### src/logic/pdmau_pkg.sv
// constants and types shared by the peripheral dma channel block
package pdmau_pkg;
    // register word offsets inside one channel slot, slot stride and shift, global version address (byte addresses)
    localparam logic [11:0] OFS_MEM_PTR = 12'h000;
    localparam logic [11:0] OFS_PERIPH_SEL = 12'h004;
    localparam logic [11:0] OFS_REM_COUNT = 12'h008;
    localparam logic [11:0] OFS_PTR_RELOAD = 12'h00C;
    localparam logic [11:0] OFS_CNT_RELOAD = 12'h010;
    localparam logic [11:0] OFS_CMD = 12'h014;
    localparam logic [11:0] OFS_MODE = 12'h018;
    localparam logic [11:0] OFS_STATE = 12'h01C;
    localparam logic [11:0] OFS_IRQ_SET = 12'h020;
    localparam logic [11:0] OFS_IRQ_CLR = 12'h024;
    localparam logic [11:0] OFS_IRQ_MASK = 12'h028;
    localparam logic [11:0] OFS_IRQ_FLAGS = 12'h02C;
    localparam logic [11:0] CH_STRIDE = 12'h040;
    localparam logic [11:0] OFS_VERSION = 12'h3FC;
    localparam logic [5:0] CH_SHIFT = 6'h06;
    // command bits
    localparam int CMD_EN_BIT = 0;
    localparam int CMD_DIS_BIT = 1;
    localparam int CMD_ERROR_CLEAR_CMD_BIT = 8;
    // mode fields
    localparam int MODE_SIZE_LSB = 0;
    localparam int MODE_RING_BIT = 2;
    // irq flag bits
    localparam int IRQ_RCZ_BIT = 0;
    localparam int IRQ_DONE_BIT = 1;
    localparam int IRQ_FAULT_BIT = 2;
    // transfer sizes
    localparam logic [1:0] SIZE_BYTE = 2'h0;
    localparam logic [1:0] SIZE_HALF = 2'h1;
    localparam logic [1:0] SIZE_WORD = 2'h2;
    // peripheral code ranges
    localparam logic [4:0] CODE_RX_LAST = 5'h0B;
    localparam logic [4:0] CODE_TX_LAST = 5'h15;
    localparam int CNT_W = 16;
    // arbitrary version value
    localparam logic [31:0] VERSION_VAL = 32'h00000100;
    typedef enum logic [2:0] {
        PDMAU_IDLE = 3'h1,
        PDMAU_RD = 3'h2,
        PDMAU_WR = 3'h4
    } pdmau_state_t;
endpackage

### src/logic/pdmau_top.sv
// multi-channel peripheral dma engine with register port
// What this block does
// pointer holds next memory address during transfer
// peripheral code picks handshake, direction, register
// count register reports items still to move
// pointer reloads when count zero, reload nonzero
// count reloads from reload register when zero
// zero reload at zero count stops transfers
// count reload clears reload register unless ring
// ring bit keeps reload registers after reload
// command register write-only, reset zero, at 0x014
// error clear restarts channel after fixing pointer
// disable command stops channel, clears enabled
// enable command starts channel; state shows enable
// irq set writes ones into mask
// irq clear writes ones out of mask
// fault flag sticky until error clear
// done flag while count and reload zero
// reload-empty flag while count reload zero
// codes 0-11 rx, 12-21 tx
// read-only version register, variant reserved
// pointer steps by size, count drops by one
// enabled channel starts on nonzero count write
// lower channel number served first
// bad access sets fault, stops channel, irq
// size codes byte, half, word are 0,1,2
// narrow peripheral reads zero-extended
`timescale 1ns/1ps
`default_nettype none
module pdmau_top
    import pdmau_pkg::*;
#(
    parameter int NCH = 7
) (
    input wire logic i_ref_clk, // 20 MHz clock
    input wire logic i_rst_n, // synchronous reset, low
    input wire logic [11:0] i_addr, // register byte address
    input wire logic [31:0] i_wdata, // register write data
    input wire logic i_wr, // write strobe
    input wire logic i_rd, // read strobe
    output logic [31:0] o_rdata, // read data, cycle after strobe
    input wire logic [NCH-1:0] i_periph_req, // peripheral requests
    output logic [4:0] o_periph_code, // code of active channel
    output logic o_periph_tx, // 1: memory to peripheral
    output logic o_periph_rd, // peripheral holding reg read
    output logic o_periph_wr, // peripheral holding reg write
    output logic [31:0] o_periph_wdata, // data to peripheral
    input wire logic [31:0] i_periph_rdata, // data from peripheral
    output logic [NCH-1:0] o_periph_ack, // transfer done pulse
    output logic o_mem_rd, // memory read strobe
    output logic o_mem_wr, // memory write strobe
    output logic [31:0] o_mem_addr, // memory address
    output logic [1:0] o_mem_size, // memory access size
    output logic [31:0] o_mem_wdata, // memory write data
    input wire logic [31:0] i_mem_rdata, // memory read data
    input wire logic i_mem_err, // bad address, with data
    output logic [NCH-1:0] o_irq // per channel interrupt
);
    localparam int CW = $clog2(NCH);

    logic [31:0] ptr_ff [NCH];
    logic [31:0] ptr_rl_ff [NCH];
    logic [CNT_W-1:0] cnt_ff [NCH];
    logic [CNT_W-1:0] cnt_rl_ff [NCH];
    logic [4:0] code_ff [NCH];
    logic [1:0] size_ff [NCH];
    logic [NCH-1:0] ring_ff;
    logic [NCH-1:0] en_ff;
    logic [NCH-1:0] fault_ff;
    logic [2:0] mask_ff [NCH];
    logic [NCH-1:0] req_s1_ff;
    logic [NCH-1:0] req_s2_ff;
    pdmau_state_t state_ff;
    logic [CW-1:0] cur_ff;

    function automatic logic [31:0] step_of(input logic [1:0] sz);
        case (sz)
            SIZE_BYTE: step_of = 32'h00000001;
            SIZE_HALF: step_of = 32'h00000002;
            default: step_of = 32'h00000004;
        endcase
    endfunction

    function automatic logic [31:0] zext(input logic [31:0] d,
                                         input logic [1:0] sz);
        case (sz)
            SIZE_BYTE: zext = {24'h000000, d[7:0]};
            SIZE_HALF: zext = {16'h0000, d[15:0]};
            default: zext = d;
        endcase
    endfunction

    function automatic logic is_tx(input logic [4:0] c);
        is_tx = (c > CODE_RX_LAST) && (c <= CODE_TX_LAST);
    endfunction

    // register decode
    logic [CW-1:0] a_ch;
    logic [11:0] a_ofs;
    logic a_inch;
    assign a_ch = CW'(i_addr >> CH_SHIFT);
    assign a_ofs = i_addr & (CH_STRIDE - 12'h001);
    assign a_inch = (i_addr >> CH_SHIFT) < 12'(NCH);

    // requests pass two flip-flops
    always_ff @(posedge i_ref_clk) begin
        if (!i_rst_n) begin
            req_s1_ff <= '0;
            req_s2_ff <= '0;
        end else begin
            req_s1_ff <= i_periph_req;
            req_s2_ff <= req_s1_ff;
        end
    end

    // a channel can run while enabled, fault-free and with work
    logic [NCH-1:0] ready;
    logic any_ready;
    logic [CW-1:0] pick;
    always_comb begin
        any_ready = 1'b0;
        pick = '0;
        for (int k = NCH - 1; k >= 0; k--) begin
            ready[k] = en_ff[k] && !fault_ff[k] && req_s2_ff[k]
                       && (cnt_ff[k] != '0);
            if (ready[k]) begin
                pick = CW'(k);
                any_ready = 1'b1;
            end
        end
    end

    // transfer engine: read source, then write destination
    logic xfer_done;
    logic xfer_err;
    always_ff @(posedge i_ref_clk) begin
        if (!i_rst_n) begin
            state_ff <= PDMAU_IDLE;
            cur_ff <= '0;
            o_periph_code <= '0;
            o_periph_tx <= 1'b0;
            o_periph_rd <= 1'b0;
            o_periph_wr <= 1'b0;
            o_periph_wdata <= '0;
            o_periph_ack <= '0;
            o_mem_rd <= 1'b0;
            o_mem_wr <= 1'b0;
            o_mem_addr <= '0;
            o_mem_size <= '0;
            o_mem_wdata <= '0;
        end else begin
            o_periph_rd <= 1'b0;
            o_periph_wr <= 1'b0;
            o_mem_rd <= 1'b0;
            o_mem_wr <= 1'b0;
            o_periph_ack <= '0;
            case (state_ff)
                PDMAU_IDLE: begin
                    if (any_ready) begin
                        cur_ff <= pick;
                        o_periph_code <= code_ff[pick];
                        o_periph_tx <= is_tx(code_ff[pick]);
                        o_mem_addr <= ptr_ff[pick];
                        o_mem_size <= size_ff[pick];
                        o_mem_rd <= is_tx(code_ff[pick]);
                        o_periph_rd <= !is_tx(code_ff[pick]);
                        state_ff <= PDMAU_RD;
                    end
                end
                PDMAU_RD: begin
                    if (o_periph_tx) begin
                        o_periph_wdata <= i_mem_rdata;
                        o_periph_wr <= !i_mem_err;
                    end else begin
                        o_mem_wdata <= zext(i_periph_rdata,
                                            size_ff[cur_ff]);
                        o_mem_wr <= 1'b1;
                    end
                    state_ff <= o_periph_tx && i_mem_err ?
                                PDMAU_IDLE : PDMAU_WR;
                end
                PDMAU_WR: begin
                    o_periph_ack[cur_ff] <= !xfer_err;
                    state_ff <= PDMAU_IDLE;
                end
                default: state_ff <= PDMAU_IDLE;
            endcase
        end
    end
    assign xfer_done = (state_ff == PDMAU_WR) && !xfer_err;
    assign xfer_err = i_mem_err && ((state_ff == PDMAU_RD && o_periph_tx)
                      || (state_ff == PDMAU_WR && !o_periph_tx));

    // per channel registers
    for (genvar c = 0; c < NCH; c++) begin : g_ch
        logic wsel;
        logic cmd_w;
        logic fin;
        logic rl_go;
        assign wsel = i_wr && a_inch && (a_ch == CW'(c));
        assign cmd_w = wsel && (a_ofs == OFS_CMD);
        assign fin = xfer_done && (cur_ff == CW'(c));
        // reload when count hits zero or reload written at zero
        assign rl_go = (fin && cnt_ff[c] == CNT_W'(1)
                        && cnt_rl_ff[c] != '0)
                       || (cnt_ff[c] == '0 && cnt_rl_ff[c] != '0);

        always_ff @(posedge i_ref_clk) begin
            if (!i_rst_n) begin
                ptr_ff[c] <= '0;
                cnt_ff[c] <= '0;
            end else if (wsel && a_ofs == OFS_MEM_PTR) begin
                ptr_ff[c] <= i_wdata;
            end else if (wsel && a_ofs == OFS_REM_COUNT) begin
                cnt_ff[c] <= i_wdata[CNT_W-1:0];
            end else if (rl_go) begin
                ptr_ff[c] <= ptr_rl_ff[c];
                cnt_ff[c] <= cnt_rl_ff[c];
            end else if (fin) begin
                ptr_ff[c] <= ptr_ff[c] + step_of(size_ff[c]);
                cnt_ff[c] <= cnt_ff[c] - CNT_W'(1);
            end
        end

        always_ff @(posedge i_ref_clk) begin
            if (!i_rst_n) begin
                ptr_rl_ff[c] <= '0;
                cnt_rl_ff[c] <= '0;
            end else if (wsel && a_ofs == OFS_PTR_RELOAD) begin
                ptr_rl_ff[c] <= i_wdata;
            end else if (wsel && a_ofs == OFS_CNT_RELOAD) begin
                cnt_rl_ff[c] <= i_wdata[CNT_W-1:0];
            end else if (rl_go && !ring_ff[c]) begin
                ptr_rl_ff[c] <= '0;
                cnt_rl_ff[c] <= '0;
            end
        end

        always_ff @(posedge i_ref_clk) begin
            if (!i_rst_n) begin
                code_ff[c] <= '0;
                size_ff[c] <= SIZE_BYTE;
                ring_ff[c] <= 1'b0;
            end else if (wsel && a_ofs == OFS_PERIPH_SEL) begin
                code_ff[c] <= i_wdata[4:0];
            end else if (wsel && a_ofs == OFS_MODE) begin
                size_ff[c] <= i_wdata[MODE_SIZE_LSB +: 2];
                ring_ff[c] <= i_wdata[MODE_RING_BIT];
            end
        end

        always_ff @(posedge i_ref_clk) begin
            if (!i_rst_n) begin
                en_ff[c] <= 1'b0;
            end else if (cmd_w && i_wdata[CMD_DIS_BIT]) begin
                en_ff[c] <= 1'b0;
            end else if (cmd_w && i_wdata[CMD_EN_BIT]) begin
                en_ff[c] <= 1'b1;
            end
        end

        // error beats a clear in the same cycle
        always_ff @(posedge i_ref_clk) begin
            if (!i_rst_n) begin
                fault_ff[c] <= 1'b0;
            end else if (xfer_err && cur_ff == CW'(c)) begin
                fault_ff[c] <= 1'b1;
            end else if (cmd_w && i_wdata[CMD_ERROR_CLEAR_CMD_BIT]) begin
                fault_ff[c] <= 1'b0;
            end
        end

        always_ff @(posedge i_ref_clk) begin
            if (!i_rst_n) begin
                mask_ff[c] <= '0;
            end else if (wsel && a_ofs == OFS_IRQ_SET) begin
                mask_ff[c] <= mask_ff[c] | i_wdata[2:0];
            end else if (wsel && a_ofs == OFS_IRQ_CLR) begin
                mask_ff[c] <= mask_ff[c] & ~i_wdata[2:0];
            end
        end

        logic [2:0] flags;
        always_comb begin
            flags = '0;
            flags[IRQ_RCZ_BIT] = cnt_rl_ff[c] == '0;
            flags[IRQ_DONE_BIT] = cnt_ff[c] == '0
                                  && cnt_rl_ff[c] == '0;
            flags[IRQ_FAULT_BIT] = fault_ff[c];
        end

        always_ff @(posedge i_ref_clk) begin
            if (!i_rst_n) begin
                o_irq[c] <= 1'b0;
            end else begin
                o_irq[c] <= |(flags & mask_ff[c]);
            end
        end
    end

    // read data, one cycle after the strobe
    logic [31:0] rd_val;
    always_comb begin
        rd_val = '0;
        if (i_addr == OFS_VERSION) begin
            rd_val = VERSION_VAL;
        end else if (a_inch) begin
            case (a_ofs)
                OFS_MEM_PTR: rd_val = ptr_ff[a_ch];
                OFS_PERIPH_SEL: rd_val = {27'h0000000, code_ff[a_ch]};
                OFS_REM_COUNT: rd_val = 32'(cnt_ff[a_ch]);
                OFS_PTR_RELOAD: rd_val = ptr_rl_ff[a_ch];
                OFS_CNT_RELOAD: rd_val = 32'(cnt_rl_ff[a_ch]);
                OFS_MODE: rd_val = {29'h00000000, ring_ff[a_ch],
                                    size_ff[a_ch]};
                OFS_STATE: rd_val = {31'h00000000, en_ff[a_ch]};
                OFS_IRQ_MASK: rd_val = {29'h00000000, mask_ff[a_ch]};
                OFS_IRQ_FLAGS: rd_val = {29'h00000000, fault_ff[a_ch],
                    cnt_ff[a_ch] == '0 && cnt_rl_ff[a_ch] == '0,
                    cnt_rl_ff[a_ch] == '0};
                default: rd_val = '0;
            endcase
        end
    end

    always_ff @(posedge i_ref_clk) begin
        if (!i_rst_n) begin
            o_rdata <= '0;
        end else begin
            o_rdata <= i_rd ? rd_val : '0;
        end
    end
endmodule
`default_nettype wire

### config.mk
export PLATFORM = sky130hd
export DESIGN_NAME = pdmau_top
export DESIGN_NICKNAME = d
export VERILOG_FILES = /design/src/logic/pdmau_pkg.sv /design/src/logic/pdmau_top.sv
export SDC_FILE = /design/constraint.sdc
export NUM_CORES = 2
export LEC_CHECK = 0
export ABC_CLOCK_PERIOD_IN_PS = 6590
export BUFFER_PORTS_ARGS = -buffer_cell sky130_fd_sc_hd__buf_2
export CORE_UTILIZATION = 42
export CTS_CLUSTER_DIAMETER = 30
export CTS_CLUSTER_SIZE = 16
export DETAILED_ROUTE_END_ITERATION = 7
export GPL_ROUTABILITY_DRIVEN = 0
export SYNTH_ARGS = -nofsm -noshare
export SYNTH_HDL_FRONTEND = slang
export SYNTH_SLANG_ARGS = --single-unit
### constraint.sdc
create_clock -name i_ref_clk -period 6.59 [get_ports i_ref_clk]
set_input_delay 1.977 -clock i_ref_clk [delete_from_list [all_inputs] [get_ports i_ref_clk]]
set_output_delay 1.977 -clock i_ref_clk [all_outputs]
set_load 0.02 [all_outputs]
Yosys cells after proc, flatten, opt, wreduce, memory -nomap -nowiden
Memory sizes are Yosys's and may differ from the RTL's. A register that Yosys moved wholly into a read port is not among the register bits.
Index checks and enable logic that the tools add are counted.
{ "op_classes": {"addsub": 14, "mul": 0, "div_mod_pow": 0, "magnitude_cmp": 6, "eq_ne": 43, "shift": 0, "n_mux": 495, "bitwise_logic": 132, "n_reduce_logical": 276} }
{ "ops": {"columns": ["op", "count"], "rows": [
  ["$mux W32", 70],
  ["$mux W16", 35],
  ["$mux W1", 335],
  ["$pmux W32 S9", 1],
  ["$logic_not A16 Y1", 16],
  ["$add A32 B32 Y32", 7],
  ["$reduce_bool A16 Y1", 14],
  ["$logic_and A1 B1 Y1", 170],
  ["$eq A16 B1 Y1 const B", 7],
  ["$sub A16 B1 Y16 const B", 7],
  ["$or A1 B1 Y1", 98],
  ["$mux W3", 25],
  ["$pmux W32 S2", 1],
  ["$pmux W3 S2", 8],
  ["$and A3 B3 Y3", 14],
  ["$mux W5", 7],
  ["$reduce_and A2 Y1", 13],
  ["$eq A6 B5 Y1 const B", 4],
  ["$eq A6 B6 Y1 const B", 4],
  ["$eq A3 B3 Y1 const B", 7],
  ["$or A3 B3 Y3", 7],
  ["$reduce_or A3 Y1", 7],
  ["$logic_not A1 Y1", 20],
  ["$mux W9", 2],
  ["other kinds (26)", 87]
]} }
{ "word_totals": {"regBits": 161, "latchBits": 0, "ram_bits": 742, "romBits": 0, "in_bits": 120, "output_inout_bits": 154, "word_cells": 1016, "mem_count": 7} }
{ "mem_list": {"columns": ["name", "depth", "width", "read_ports", "rd_ports_with_merged_regs", "wr", "line", "text"], "rows": [
  ["ptr_ff", 7, 32, 9, 1, 7, "pdmau_top.sv:61", "logic [31:0] ptr_ff [NCH];"],
  ["ptr_rl_ff", 7, 32, 8, 0, 7, "pdmau_top.sv:62", "logic [31:0] ptr_rl_ff [NCH];"],
  ["cnt_ff", 7, 16, 8, 0, 7, "pdmau_top.sv:63", "logic [CNT_W-1:0] cnt_ff [NCH];"],
  ["cnt_rl_ff", 7, 16, 8, 0, 7, "pdmau_top.sv:64", "logic [CNT_W-1:0] cnt_rl_ff [NCH];"],
  ["code_ff", 7, 5, 2, 0, 7, "pdmau_top.sv:65", "logic [4:0] code_ff [NCH];"],
  ["mask_ff", 7, 3, 8, 0, 7, "pdmau_top.sv:70", "logic [2:0] mask_ff [NCH];"],
  ["+1 memories", null, null, null, null, null, null, null]
]} }

Depth between registers and ports, before layout
{ "logic_depth": {"ltp_word": 17, "mapped_depth": 15, "mapped_depth_nobuf": 13} }

Worst setup path after synthesis
No wires, ideal clock.
{ "synth_path": {"path_kind": "input port to flip-flop", "startpoint": "in i_addr[7]", "endpoint": "mem ptr_rl_ff[6][0], enable pin", "arrival_time_ns": 5.721, "required_time_ns": 6.124, "path_slack_ns": 0.403, "cell_stages": 8, "cell_sequence": "clkbuf_1 -> and3_1 -> nor4_2 -> nand3_1 -> or2_2 -> clkbuf_1 -> clkbuf_1 -> o21ai_0"} }
{ "synth_rtl": {"columns": ["element", "line", "text"], "rows": [
  ["from (decl)", "pdmau_top.sv:37", "input wire logic [11:0] i_addr,"],
  ["to (decl)", "pdmau_top.sv:62", null]
]} }

==> flow_summary_export.csv <==
group,metric,value,unit
logic_synthesis,synth_ff_type,"edfxtp_1",
finish,layout-drive-gt1-share,18.62,%
clock_network,htree_num_levels,4,
worst_hold_path,holdPathEnd,"req_s2_ff[1]$_SDFF_PN0_",
worst_hold_path,hold_start,"req_s1_ff[1]$_SDFF_PN0_",
timing,post-route-period-util,78.30,%
pwr,power.density,299.0,mW/mm²
floorplanning,start_util,42.40,%
floorplanning,core_area,0.1257,mm²
clock_network,cts.sinks,940,
clock_network,clockBufferDepth,3,
finish,final_common_cell,"edfxtp_1",
floorplanning,die_x,358.3,µm
logic_synthesis,yosysSeqAreaShare,49.23,%
timing,clock.fmax,0.1938,GHz
worst_setup_path,worst-setup-path-type,"reg2reg",
routing,dr.pass1.iters,6,
logic_synthesis,synthCells,5054,
routing,antenna_left,0,
worst_hold_path,hp-class,"reg2reg",
worst_setup_path,crit_path_start,"cnt_ff[2][0]$_DFFE_PP_",
global_route,grt_pass1_wl,282.4,mm
routing,first_iter_violations,6796,
worst_setup_path,crit_arrival,5.83,ns
logic_synthesis,syn_area,0.05331,mm²
clock_network,cts_setup_buffers,0,
worst_setup_path,reg2reg_to,"o_mem_addr[26]$_SDFFE_PN0P_",
worst_setup_path,path_cells,"inv_1 > ha_1 > or3b_2 > nor2_1 > a211o_1 > o21ai_1 > nor2_4 > buf_4 > mux2_2 > a221o_1 > nand2_1 > o21ai_0",
floorplanning,die_area,0.1284,mm²
worst_hold_path,whs_path_depth,1,
floorplanning,rows,130,
logic_synthesis,ys_async_sr_fraction,0,%
timing,setup_tns,0,ns
pwr,p_leak,23.69,nW
clock_network,root_buffer,"clkbuf_16",
clock_network,clock_latency,0.83,ns
outcome,status,"finished clean",
worst_setup_path,r2r-start,"cnt_ff[2][0]$_DFFE_PP_",
routing,wirelength,197.7,mm
worst_setup_path,r2r_setup_slack,1.43,ns
placed_design,io_buffer_count,273,
global_route,grt.overflow.total,0,
timing,worstMarginPinSlew,1.273,ns
worst_setup_path,worstSetupEndpointType,"register",
clock_network,postCtsHoldBufs,0,
finish,final_net_count,5404,
finish,instances_no_fill,7089,
routing,vias,44470,
floorplanning,die_y,358.3,µm
placed_design,post-dp-hpwl,140.2,mm
routing,routed_via_density,6.273,
pwr,p_total,19.17,mW
global_route,grt_pass1_vias,41010,
logic_synthesis,ys_ff_latch,940,
finish,layout_common_cells,"edfxtp_1, nand2_1, and2_1",
routing,drc,0,
job,drv_cap,0,
timing,slew_violations,0,
clock_network,path_clk_slew,0.05,ns
timing,finalSetupViolCount,0,
timing,relSlewSlack,14.36,%
global_route,antenna_found_initial,14,
timing,rsz0062_at_grt,"no",
routing,wire_per_inst,27.89,µm
pwr,irDropWorstVdd,0.2519,mV
worst_setup_path,required,7.26,ns
logic_synthesis,synth_nets,5216,
finish,areaGrowthSynthToFinish,20.31,%
timing,clock-skew-final,0.03232,ns
clock_network,cts_buffers,218,
worst_setup_path,crit_path_max_fanout,27,
floorplanning,io_pins,274,
worst_setup_path,start_kind,"register",
clock_network,cts-resized-gates,0,
global_route,grt_usage,30.05,%
logic_synthesis,synth_edf_count,742,
timing,min_period,5.160,ns
worst_setup_path,slowest_stage,"nor2_4",
logic_synthesis,avgSynthCellArea,10.55,µm²
worst_setup_path,reg2reg_depth,12,
logic_synthesis,ys_types,81,
finish,post-route-util,51.01,%
clock_network,cts_tree,"built",
logic_synthesis,synth_warnings,0,
placed_design,dp.cells,6672,
timing,hold_ws,0.4387,ns
worst_setup_path,cpPeakStageDelay,1.00,ns
timing,hold_viol,0,
global_route,grt_max_degree,176,
-- stage by stage --
stage,setup WS [ns],cell area (µm²)
after floorplan,0.4029,53310
after global placement,0.9026,56280
after detailed placement,0.9250,56280
after CTS,1.587,64120
after global routing,1.386,64120
final,1.430,64130
-- where the power goes --
group / internal (mW) / switching, mW
sequential: 6.57 / 0.223
clock: 7.81 / 3.59
combinational: 0.335 / 0.650
total: 14.7 / 4.46
-- cells by family after synthesis --
group,Yosys count,share of synthesized area [%]
compound gates,1136,13.90
xor+xnor,296,4.863
fa+ha+maj,42,1.084
buf+inv,484,3.582
flops,940,49.23
mux,460,11.42
simple gates,1696,15.92
-- how the worst max path moves through the flow --
stage	end	slack, ns	depth (start not counted)
after global routing	o_mem_addr[26]$_SDFFE_PN0P_	1.39	12
after detailed placement	ptr_ff[0][8]$_DFFE_PP_	0.93	13
final	o_mem_addr[26]$_SDFFE_PN0P_	1.43	12
after floorplan	ptr_rl_ff[6][0]$_SDFFCE_PP0P_	0.40	8
after global placement	ptr_ff[0][8]$_DFFE_PP_	0.90	13
after CTS	o_mem_addr[26]$_SDFFE_PN0P_	1.59	12
-- cells in the mapped netlist (all sizes together), types with 88 or more instances --
library cell  instances  share of area [%]
xnor2               132                2.2
clkbuf              334                2.4
dfxtp               198                7.4
nor2                351                2.5
buf                  88               0.79
a221oi              188                3.1
nand3               135                1.3
a22oi               103                1.5
and2                365                4.3
o21ai               284                2.7
mux2i               279                5.2
mux4                111                4.7
nor3                 96               0.90
a21oi               313                2.9
edfxtp              742                 42
xor2                164                2.7
nand2               453                3.2
-- metal layers --
metal	wire [µm]	GRT usage, %	vias up
met5	99	0	-
met4	6344	10.53	14
met3	28700	8.914	319
met2	80640	41.41	3084
met1	81910	44.26	21600
li1	-	-	19460
-- worst max-delay path, delay by kind of cell, from the launching register on --
| kind | cells | cell delay (ns) |
|---|---|---|
| compound gates | 4 | 1.19 |
| fa+ha+maj | 1 | 0.27 |
| buf+inv | 2 | 0.43 |
| flops | 1 | 0.45 |
| mux | 1 | 0.39 |
| simple gates | 4 | 2.21 |
-- sequential cells by signal (all words and copies together), names as in the netlist, 5 cells and up, named ones only --
signal / count
size_ff: 14
o_periph_code: 5
en_ff: 7
ptr_ff: 224
o_mem_wdata: 32
code_ff: 35
mask_ff: 21
o_periph_wdata: 32
o_irq: 7
cnt_ff: 112
ring_ff: 7
cnt_rl_ff: 112
o_rdata: 32
req_s2_ff: 7
o_periph_ack: 7
o_mem_addr: 32
req_s1_ff: 7
ptr_rl_ff: 224
fault_ff: 7
-- layout make-up --
class / count / area, µm²
diodes: 5 / 12.51
multi-input cells: 3630 / 25410
clock buffers: 276 / 6103
flip-flops and latches: 940 / 26250
clock inverters: 136 / 1737
inverters: 62 / 235.2
fillers: 11120 / 61600
well taps: 1650 / 2064
repair buffers: 390 / 2323
(Power assumes the default switching activity.)
